**config.mk**
```make
export PLATFORM = sky130hd
export DESIGN_NAME = six_output_pwm_timer
export DESIGN_NICKNAME = d
export VERILOG_FILES = /design/src/pwm6_pkg.sv /design/src/pwm_wave_if.sv /design/src/pwm6_counter.sv /design/src/six_output_pwm_timer.sv
export SDC_FILE = /design/constraint.sdc
export NUM_CORES = 1
export LEC_CHECK = 0
export BUFFER_PORTS_ARGS = -buffer_cell sky130_fd_sc_hd__buf_2
export CAP_MARGIN = 20
export CORE_ASPECT_RATIO = 1.25
export CORE_UTILIZATION = 41
export DETAILED_ROUTE_END_ITERATION = 12
export PLACE_DENSITY_LB_ADDON = 0.2
export SETUP_SLACK_MARGIN = 0.4
export SYNTH_ARGS = -nofsm -noshare
export SYNTH_HDL_FRONTEND = slang
export SYNTH_SLANG_ARGS = --single-unit
export TNS_END_PERCENT = 100
```
**constraint.sdc**
```tcl
create_clock -name ref_clk -period 4 [get_ports ref_clk]
set_input_delay 0.2 -clock ref_clk [delete_from_list [all_inputs] [get_ports ref_clk]]
set_output_delay 0.2 -clock ref_clk [all_outputs]
set_load 0.01 [all_outputs]
```
**src/pwm6_pkg.sv**
```systemverilog
package pwm6_pkg;

   // ==========================================
   // Widths and field layout
   localparam int CNT_W          = 8;
   localparam int PIN_COUNT      = 6;
   localparam int PAIR_COUNT     = 3;
   localparam int MODE_W         = 2;
   localparam int WGM_HI_BIT     = 1;
   localparam int WGM_LO_BIT     = 0;
   localparam int OMODE_HI_BIT   = 1;
   localparam int OMODE_LO_BIT   = 0;

   // ==========================================
   // Reset values and mode encodings
   localparam logic [7:0] CNT_RESET       = 8'h00;
   localparam logic [7:0] CNT_BOTTOM      = 8'h00;
   localparam logic [5:0] PINS_RESET      = 6'h00;
   localparam logic [1:0] OMODE_OFF       = 2'h0;
   localparam logic [1:0] OMODE_BOTH      = 2'h1;

   typedef enum logic {DIR_UP, DIR_DOWN} count_dir_t;

endpackage

```
**src/pwm_wave_if.sv**
```systemverilog
`timescale 1ns/1ps

interface pwm_wave_if;
   import pwm6_pkg::*;

   logic               active;
   logic               dual_slope;
   logic [CNT_W-1:0]   compare;
   logic [CNT_W-1:0]   top;
   logic [CNT_W-1:0]   count;
   logic               wave;
   logic               overflow_evt;

   modport gen
   (
      input  active,
      input  dual_slope,
      input  compare,
      input  top,
      output count,
      output wave,
      output overflow_evt
   );

   modport ctl
   (
      output active,
      output dual_slope,
      output compare,
      output top,
      input  count,
      input  wave,
      input  overflow_evt
   );
endinterface

```
**src/pwm6_counter.sv**
```systemverilog
`timescale 1ns/1ps

module pwm6_counter
   import pwm6_pkg::*;
(
   input  wire logic   ref_clk,
   input  wire logic   reset,
   pwm_wave_if.gen     wif
);

   typedef struct packed
   {
      logic [CNT_W-1:0] cnt;
      count_dir_t       dir;
      logic             wave;
      logic             ovf;
   } cnt_state_t;

   cnt_state_t state_reg;
   cnt_state_t state_next;

   // ==========================================
   // Counter and waveform
   always_comb
   begin
      state_next     = state_reg;
      state_next.ovf = 1'b0;
      if (!wif.active)
      begin
         state_next.cnt = CNT_RESET;
         state_next.dir = DIR_UP;
         state_next.wave = 1'b0;
      end
      else if (!wif.dual_slope)
      begin
         // [RQ5] Count up, wrap
         // [RQ7] Clear after TOP match
         if (state_reg.cnt == wif.top)
         begin
            state_next.cnt = CNT_BOTTOM;
            // [RQ6] Opposite level at wrap
            state_next.wave = 1'b0;
         end
         else
         begin
            state_next.cnt = state_reg.cnt + 8'h01;
            // [RQ6] Set on compare match
            if (state_reg.cnt + 8'h01 == wif.compare)
            begin
               state_next.wave = 1'b1;
            end
         end
         // [RQ8] Flag at TOP
         if (state_next.cnt == wif.top)
         begin
            state_next.ovf = 1'b1;
         end
         state_next.dir = DIR_UP;
      end
      else
      begin
         // [RQ9] Up to TOP then down
         if (state_reg.dir == DIR_UP)
         begin
            if (state_reg.cnt >= wif.top)
            begin
               state_next.dir = DIR_DOWN;
               state_next.cnt = (state_reg.cnt == CNT_BOTTOM) ? CNT_BOTTOM
                                                              : state_reg.cnt - 8'h01;
            end
            else
            begin
               state_next.cnt = state_reg.cnt + 8'h01;
            end
         end
         else
         begin
            if (state_reg.cnt == CNT_BOTTOM)
            begin
               state_next.dir = DIR_UP;
               state_next.cnt = (wif.top == CNT_BOTTOM) ? CNT_BOTTOM : 8'h01;
            end
            else
            begin
               state_next.cnt = state_reg.cnt - 8'h01;
            end
         end
         // [RQ10] Up match sets, down match clears
         if (state_next.cnt == wif.compare)
         begin
            state_next.wave = (state_next.dir == DIR_UP);
         end
         // [RQ11] Flag at BOTTOM
         if (state_next.cnt == CNT_BOTTOM && state_reg.cnt != CNT_BOTTOM)
         begin
            state_next.ovf = 1'b1;
         end
      end
   end

   always_ff @(posedge ref_clk)
   begin
      if (reset)
      begin
         state_reg <= '{cnt: CNT_RESET, dir: DIR_UP, wave: 1'b0, ovf: 1'b0};
      end
      else
      begin
         state_reg <= state_next;
      end
   end

   assign wif.count        = state_reg.cnt;
   assign wif.wave         = state_reg.wave;
   assign wif.overflow_evt = state_reg.ovf;

endmodule

```
**src/six_output_pwm_timer.sv**
```systemverilog
`timescale 1ns/1ps

// Contract
// [RQ1] Six-output mode when channel A enable is one and mode field is 1X.
// [RQ2] One waveform from channel A compare drives all six pins.
// [RQ3] Per-pin override enable acts at once, no counter event waited.
// [RQ4] Override enable zero shows the port output register bit.
// [RQ5] Single slope counts zero up to TOP then restarts at zero.
// [RQ6] Single slope sets at compare match, clears at wrap to zero.
// [RQ7] Single slope clears the counter one cycle after matching TOP.
// [RQ8] Single slope sets overflow flag each time counter reaches TOP.
// [RQ9] Dual slope counts zero up to TOP and back down.
// [RQ10] Dual slope: one level at up match, opposite at down match.
// [RQ11] Dual slope sets overflow flag each time counter reaches zero.
// [RQ12] Output mode 00 off, 01 both, 1X first off, complement on.
// [RQ13] Complement pins carry inverse waveform; overflow flag sticky until cleared.
module six_output_pwm_timer
   import pwm6_pkg::*;
(
   input  wire logic                  ref_clk,
   input  wire logic                  reset,
   input  wire logic                  chan_a_pwm_enable,
   input  wire logic [MODE_W-1:0]     waveform_mode_field,
   input  wire logic [CNT_W-1:0]      chan_a_compare_reg,
   input  wire logic [CNT_W-1:0]      top_value_reg,
   input  wire logic [MODE_W-1:0]     chan_a_output_mode,
   input  wire logic [PIN_COUNT-1:0]  pin_override_enable_reg,
   input  wire logic [PIN_COUNT-1:0]  port_output_reg,
   input  wire logic                  overflow_clear,
   output logic [PIN_COUNT-1:0]       compare_output_pin,
   output logic [CNT_W-1:0]           counter_value,
   output logic                       overflow_flag,
   output logic                       pwm6_active
);

   typedef struct packed
   {
      logic [PIN_COUNT-1:0] pins;
      logic [CNT_W-1:0]     cnt;
      logic                 ovf;
      logic                 active;
   } top_state_t;

   top_state_t state_reg;
   top_state_t state_next;

   pwm_wave_if wif ();

   // ==========================================
   // Pair routing
   function automatic logic [1:0] pair_drive
   (
      input logic [MODE_W-1:0] mode
   );
      logic [1:0] res;
      res = 2'h0;
      // [RQ12] Pair connection by mode
      case (mode)
         OMODE_OFF:  res = 2'h0;
         OMODE_BOTH: res = 2'h3;
         default:    res = 2'h2;
      endcase
      // Bit 0 = true pin, bit 1 = complement pin
      return res;
   endfunction

   // ==========================================
   // Mode decode
   // [RQ1] Enable plus mode field 1X
   assign wif.active     = chan_a_pwm_enable && waveform_mode_field[WGM_HI_BIT];
   assign wif.dual_slope = waveform_mode_field[WGM_LO_BIT];
   assign wif.compare    = chan_a_compare_reg;
   assign wif.top        = top_value_reg;

   pwm6_counter u_counter
   (
      .ref_clk (ref_clk),
      .reset   (reset),
      .wif     (wif)
   );

   // ==========================================
   // Pin mux and flag
   always_comb
   begin
      logic [1:0] conn;
      logic       wave_pin;
      conn              = pair_drive(chan_a_output_mode);
      wave_pin          = 1'h0;
      state_next        = state_reg;
      state_next.cnt    = wif.count;
      state_next.active = wif.active;
      for (int i = 0; i < PIN_COUNT; i++)
      begin
         // [RQ2] Shared waveform to all pins
         // [RQ13] Odd pins carry the inverse
         wave_pin = (i % 2 == 1) ? ~wif.wave : wif.wave;
         // [RQ3] Override enable gates directly
         // [RQ4] Port value when disabled
         if (wif.active && pin_override_enable_reg[i] && conn[i % 2])
         begin
            state_next.pins[i] = wave_pin;
         end
         else
         begin
            state_next.pins[i] = port_output_reg[i];
         end
      end
      // [RQ13] Sticky flag, set beats clear
      if (wif.overflow_evt)
      begin
         state_next.ovf = 1'b1;
      end
      else if (overflow_clear)
      begin
         state_next.ovf = 1'b0;
      end
   end

   always_ff @(posedge ref_clk)
   begin
      if (reset)
      begin
         state_reg <= '{pins: PINS_RESET, cnt: CNT_RESET, ovf: 1'b0, active: 1'b0};
      end
      else
      begin
         state_reg <= state_next;
      end
   end

   assign compare_output_pin = state_reg.pins;
   assign counter_value      = state_reg.cnt;
   assign overflow_flag      = state_reg.ovf;
   assign pwm6_active        = state_reg.active;

endmodule

```
# Word-level counts from Yosys, hierarchy flattened

Index checks and enable logic that the tools add are counted.

Bits in registers: 27
Input bits: 36
Output and inout port bits: 16

Reductions and logical operators: 24
Bitwise operators: 4
Magnitude comparators: 1
Mux-type cells: 27
$add $sub $neg: 2
Equal/unequal tests: 6

Operators with widths:

| kind                                                                  | number |
|---|---|
| 8-bit 2-to-1 mux                                                      | 6 |
| 8-bit equality test                                                   | 4 |
| 9-bit 2-to-1 mux                                                      | 3 |
| 8-bit logical NOT                                                     | 3 |
| 1-bit 2-to-1 mux                                                      | 16 |
| 1-bit logical AND                                                     | 14 |
| 11-bit 2-to-1 mux                                                     | 1 |
| 8-bit by 1-bit adder with 8-bit output, second input constant         | 1 |
| 8-bit >= comparator                                                   | 1 |
| 8-bit nonzero test                                                    | 1 |
| 8-bit by 1-bit subtractor with 8-bit output, second input constant    | 1 |
| 1-bit inverter                                                        | 4 |
| 2-bit case mux with 2 select lines                                    | 1 |
| 3-bit nonzero test                                                    | 1 |
| 3-bit OR reduction                                                    | 1 |
| 2-bit by 1-bit equality test with 1-bit output, second input constant | 1 |
| 2-bit logical NOT                                                     | 1 |
| 2-bit by 1-bit != test with 1-bit output, second input constant       | 1 |
| 2-bit AND reduction                                                   | 1 |
| 2-bit nonzero test                                                    | 1 |
| 2-bit OR reduction                                                    | 1 |

# Logic depth before layout (Yosys ltp)

Depth in word-level cells: 10
Mapped depth: 13
Depth with buffers taken out: 10

# Cells and area by module

Synthesis repeated with hierarchy kept, for this count alone.

Cells, all modules: 269
Area, all modules: 2247.2 µm²

By module, submodules not included:

| module               | cells each | area each (µm²) | seq. area each (µm²) | instances |
|---|---|---|---|---|
| pwm6_counter         | 218        | 1697.9          | 220.2                | 1 |
| six_output_pwm_timer | 51         | 549.3           | 320.3                | 1 |

# Worst setup path before layout

Ideal clock, no wire load.

Path kind: reg-to-reg
Start point: register u_counter.state_reg (netlist bit u_counter.wif.count[0])
End point: register u_counter.state_reg (netlist bit u_counter.wif.wave)
Slack: 1113 ps
Period minus slack after synthesis: 2887 ps
Library setup time: 120 ps
Path buffers: 1
Arrival time: 2767 ps
Stages on the path, launching flop included: 12
Path through: dfxtp_1 clkbuf_1 inv_1 ha_1 nand2b_4 a2111oi_4 o311ai_4 mux2_4 xnor2_2 a2111oi_4 a41o_1 nand3_1

Longest elaborated chain between the ends: 9
Elaborated cells on any way between the ends: 22
Classes of those cells: add/sub: 2; order compare: 1; eq/ne: 4; mux: 11; bitwise: 1; reduce/logical: 3

Ends and longest elaborated chain:

| item                                                                             | RTL line            | RTL |
|---|---|---|
| start, declared                                                                  | pwm6_counter.sv:19  | `cnt_state_t state_reg;` |
| start signal, assigned                                                           | pwm6_counter.sv:105 | `state_reg <= '{cnt: CNT_RESET, dir: DIR_UP, wave: 1'b0, ovf: 1'b0};` |
| start signal, assigned                                                           | pwm6_counter.sv:109 | `state_reg <= state_next;` |
| 8-bit by 1-bit subtractor with 8-bit output or 8-bit logical NOT (tied branches) | --                  |  |
| 8-bit 2-to-1 mux                                                                 | pwm6_counter.sv:68  | `state_next.cnt = (state_reg.cnt == CNT_BOTTOM) ? CNT_BOTTOM` |
| 8-bit 2-to-1 mux                                                                 | pwm6_counter.sv:65  | `if (state_reg.cnt >= wif.top)` |
| 9-bit 2-to-1 mux                                                                 | pwm6_counter.sv:63  | `if (state_reg.dir == DIR_UP)` |
| 9-bit 2-to-1 mux                                                                 | pwm6_counter.sv:34  | `else if (!wif.dual_slope)` |
| 9-bit 2-to-1 mux                                                                 | pwm6_counter.sv:28  | `if (!wif.active)` |
| 8-bit equality test                                                              | pwm6_counter.sv:89  | `if (state_next.cnt == wif.compare)` |
| 2-bit by 1-bit != test with 1-bit output (no source line)                        | --                  |  |
| 2-bit AND reduction (no source line)                                             | --                  |  |

Parallel ways exist; a longest one is shown, timed or not. The select of a mux whose other input is x is not followed.
A chain may end at the register's enable or synchronous reset.

# Worst setup path in the final report

Ends and elaborated chain as after synthesis.

==> impl_metrics.json <==
{
  "grt_overflow": 0,
  "syn_avg_cell_area_um2": 7.966,
  "timing.rr.start": "u_counter.wif.count[0]",
  "ys_async_sr_fraction_pct": 0,
  "nets": 361,
  "routedWlPerCell_um": 14.97,
  "peakVddDrop_v": 0.0001230,
  "die_w_um": 66.78,
  "cts.repair.resized": 0,
  "max_slew_margin_pct": 59.72,
  "place_area_um2": 2430,
  "startpoint_type": "flip-flop",
  "cts-root-buf": "clkbuf_8",
  "ys.warnings.count": 0,
  "crit_fanout": 18,
  "dieArea_um2": 5541,
  "cap_violations": 0,
  "core_area_um2": 5080,
  "ys_types": 53,
  "gp_congestion": 0.9470,
  "ant_nets": 0,
  "grt_max_degree": 19,
  "htree_levels": 1,
  "cts_tree": "yes",
  "hpwl_um": 4434,
  "viasPerCell": 5.603,
  "status": "finished clean",
  "worst-r2r-cell-count": 10,
  "syn_inst": 270,
  "drv_slew": 0,
  "r2r_end": "u_counter.wif.wave",
  "final_area_um2": 2479,
  "clk_latency_ps": 280,
  "dp_slack_ps": 856.6,
  "hold_viol_final": 0,
  "antenna_cells": 0,
  "worst_ep_required_time_ps": 4180,
  "drt_iter0_markers": 103,
  "setup-tns-final_ps": 0,
  "cts_buffers": 3,
  "p_per_area_nw_per_um2": 222.3,
  "area_growth_pct": 15.24,
  "num_rows": 29,
  "worst_clock_skew_ps": 7.868,
  "grt_use_met3_pct": 2.747,
  "drive_gt1_share_pct": 22.36,
  "clock_sinks": 27,
  "hold_buffers": 0,
  "die_y_um": 82.98,
  "fmaxAchievable_ghz": 0.3158,
  "start_util_pct": 42.34,
  "hold_depth": 3,
  "fin_crit_sh_pct": 79.18,
  "clockBufferDepth": 2,
  "routed_wl_um": 5613,
  "leakagePower_nw": 1.104,
  "hold_end": "compare_output_pin[1]",
  "fin_ws_ps": 833.0,
  "cp-end-kind": "flip-flop",
  "met2_usage_pct": 35.08,
  "grt_use_total_pct": 21.19,
  "cp.arrival_ps": 3340,
  "syn_area_um2": 2151,
  "synth_edf_count": 0,
  "drt_first_pass_iters": 4,
  "post_cts_buffers": 0,
  "grt_pass1_wl_um": 8928,
  "syn-num-nets": 317,
  "grt_pass1_vias": 1946,
  "vias": 2101,
  "io-pin-count": 52,
  "busiest_layer": "met2",
  "ys.flop_type": "dfxtp_1",
  "hp-start": "port_output_reg[1]",
  "path_clk_slew_ps": 100,
  "drc": 0,
  "synth_seq_cells": 27,
  "rsz0062_at_grt": "false",
  "rrSetupSlack_ps": 830,
  "grt_util_met1_pct": 26.41,
  "seq_area_frac_synth_pct": 25.13,
  "worst-slew-pin-transition_ps": 595.8,
  "setup_viol": 0,
  "final_util_pct": 48.79,
  "holdCritPathClass": "input port to flip-flop",
  "fin_crit_ps": 3167,
  "antenna_found_initial": 0,
  "criticalPathCategory": "flip-flop to flip-flop",
  "io_buffers": 51
}
[stage by stage]
| step | hold slack [ps] | power (mW) | std cells |
|---|---|---|---|
| floorplan | 271.6 | 0.3540 | 270 |
| global placement | 428.1 | 0.3962 | 371 |
| detailed placement | 439.5 | 0.3967 | 371 |
| CTS | 143.6 | 0.5577 | 375 |
| global route | 154.6 | 0.5798 | 375 |
| finish | 151.2 | 0.5510 | 375 |
[cells by family after synthesis]
family / synth area share (%)
AO/OA/AOI/OAI: 21.93
XOR/XNOR: 11.81
adder cells (fa/ha/maj): 6.399
buffers and inverters: 5.468
flip-flops: 25.13
multiplexers: 3.083
AND/OR/NAND/NOR: 26.18
[routing by layer]
| metal | share of wire [%] | routed length, µm |
|---|---|---|
| met5 | 0 | 0 |
| met4 | 2.6 | 148 |
| met3 | 5.0 | 283 |
| met2 | 48 | 2685 |
| met1 | 44 | 2496 |
[synth_stat cells, types with 2 or more instances]
cell,instances,area [µm²]
nor3b_1,3,22.52
o32ai_1,2,17.52
or3_1,5,31.28
a21o_1,2,15.01
o31a_1,2,17.52
o211ai_1,2,15.01
nand2b_1,2,12.51
xnor3_1,2,45.04
a2bb2oi_1,2,17.52
o21ai_0,9,45.04
a21oi_1,23,115.1
ha_1,11,137.6
a221oi_1,3,26.28
xnor2_1,12,105.1
nor3_1,8,40.04
and2_1,3,18.77
a2111oi_0,2,17.52
nand3_1,11,55.05
nand4_1,5,31.28
or2_2,3,18.77
a2111oi_4,2,55.05
dfxtp_1,27,540.5
buf_2,4,20.02
nor2b_1,6,37.54
mux2i_1,4,40.04
buf_4,2,15.01
a31oi_1,3,18.77
clkbuf_1,6,22.52
nor4b_1,2,17.52
nand2_1,20,75.07
nor2_1,31,116.4
xor2_1,10,87.58
inv_1,15,56.30
nor4_1,5,31.28
a211oi_1,3,22.52
[how the worst max path moves through the flow]
stage                                 from  slack [ps]            endpoint  depth (start not counted)
finish              u_counter.wif.count[0]         830  u_counter.wif.wave                         10
global route        u_counter.wif.count[0]         630  u_counter.wif.wave                         10
CTS                 u_counter.wif.count[0]         840  u_counter.wif.wave                         10
detailed placement  u_counter.wif.count[0]         860  u_counter.wif.wave                         10
global placement    u_counter.wif.count[0]         920  u_counter.wif.wave                         10
floorplan           u_counter.wif.count[0]        1110  u_counter.wif.wave                         11
[cells in the final DEF (no fill, tap or decap), types with 3 or more instances in the layout]
| cell | n |
|---|---|
| buf_2 | 51 |
| nor2_1 | 31 |
| dfxtp_1 | 27 |
| a21oi_1 | 23 |
| nand2_1 | 20 |
| inv_1 | 15 |
| xnor2_1 | 12 |
| nand3_1 | 11 |
| ha_1 | 11 |
| xor2_1 | 10 |
| o21ai_0 | 9 |
| nor3_1 | 8 |
| nor2b_1 | 6 |
| or3_1 | 5 |
| nor4_1 | 5 |
| nand4_1 | 5 |
| mux2i_1 | 4 |
| or2_2 | 3 |
| and2_1 | 3 |
| a221oi_1 | 3 |
| nor3b_1 | 3 |
| a31oi_1 | 3 |
| a211oi_1 | 3 |
| clkbuf_8 | 3 |
[power breakdown]
group / internal (mW) / leakage (nW) / switching [mW]
sequential: 0.274 / 0.220 / 0.00238
clock: 0.0708 / 0.0217 / 0.0893
combinational: 0.0507 / 0.863 / 0.0641
[final cells by class]
type / instances / area [µm²]
fillers: 526 / 2601
inverters: 15 / 56.30
flip-flops and latches: 27 / 540.5
multi-input cells: 215 / 1493
clock buffers: 3 / 41.29
repair buffers: 52 / 262.8
clock inverters: 1 / 7.507
well taps: 62 / 77.57
[critical path: stages (launching register included)]
cell	delay, ps
dfxtp_1	500
inv_1	170
ha_1	320
nand2b_4	150
a2111oi_4	430
o311a_1	590
or3_1	190
a21oi_1	90
a2111oi_4	350
a41o_1	200
nand3_1	60
No activity file was read; power rests on OpenSTA's default activity.
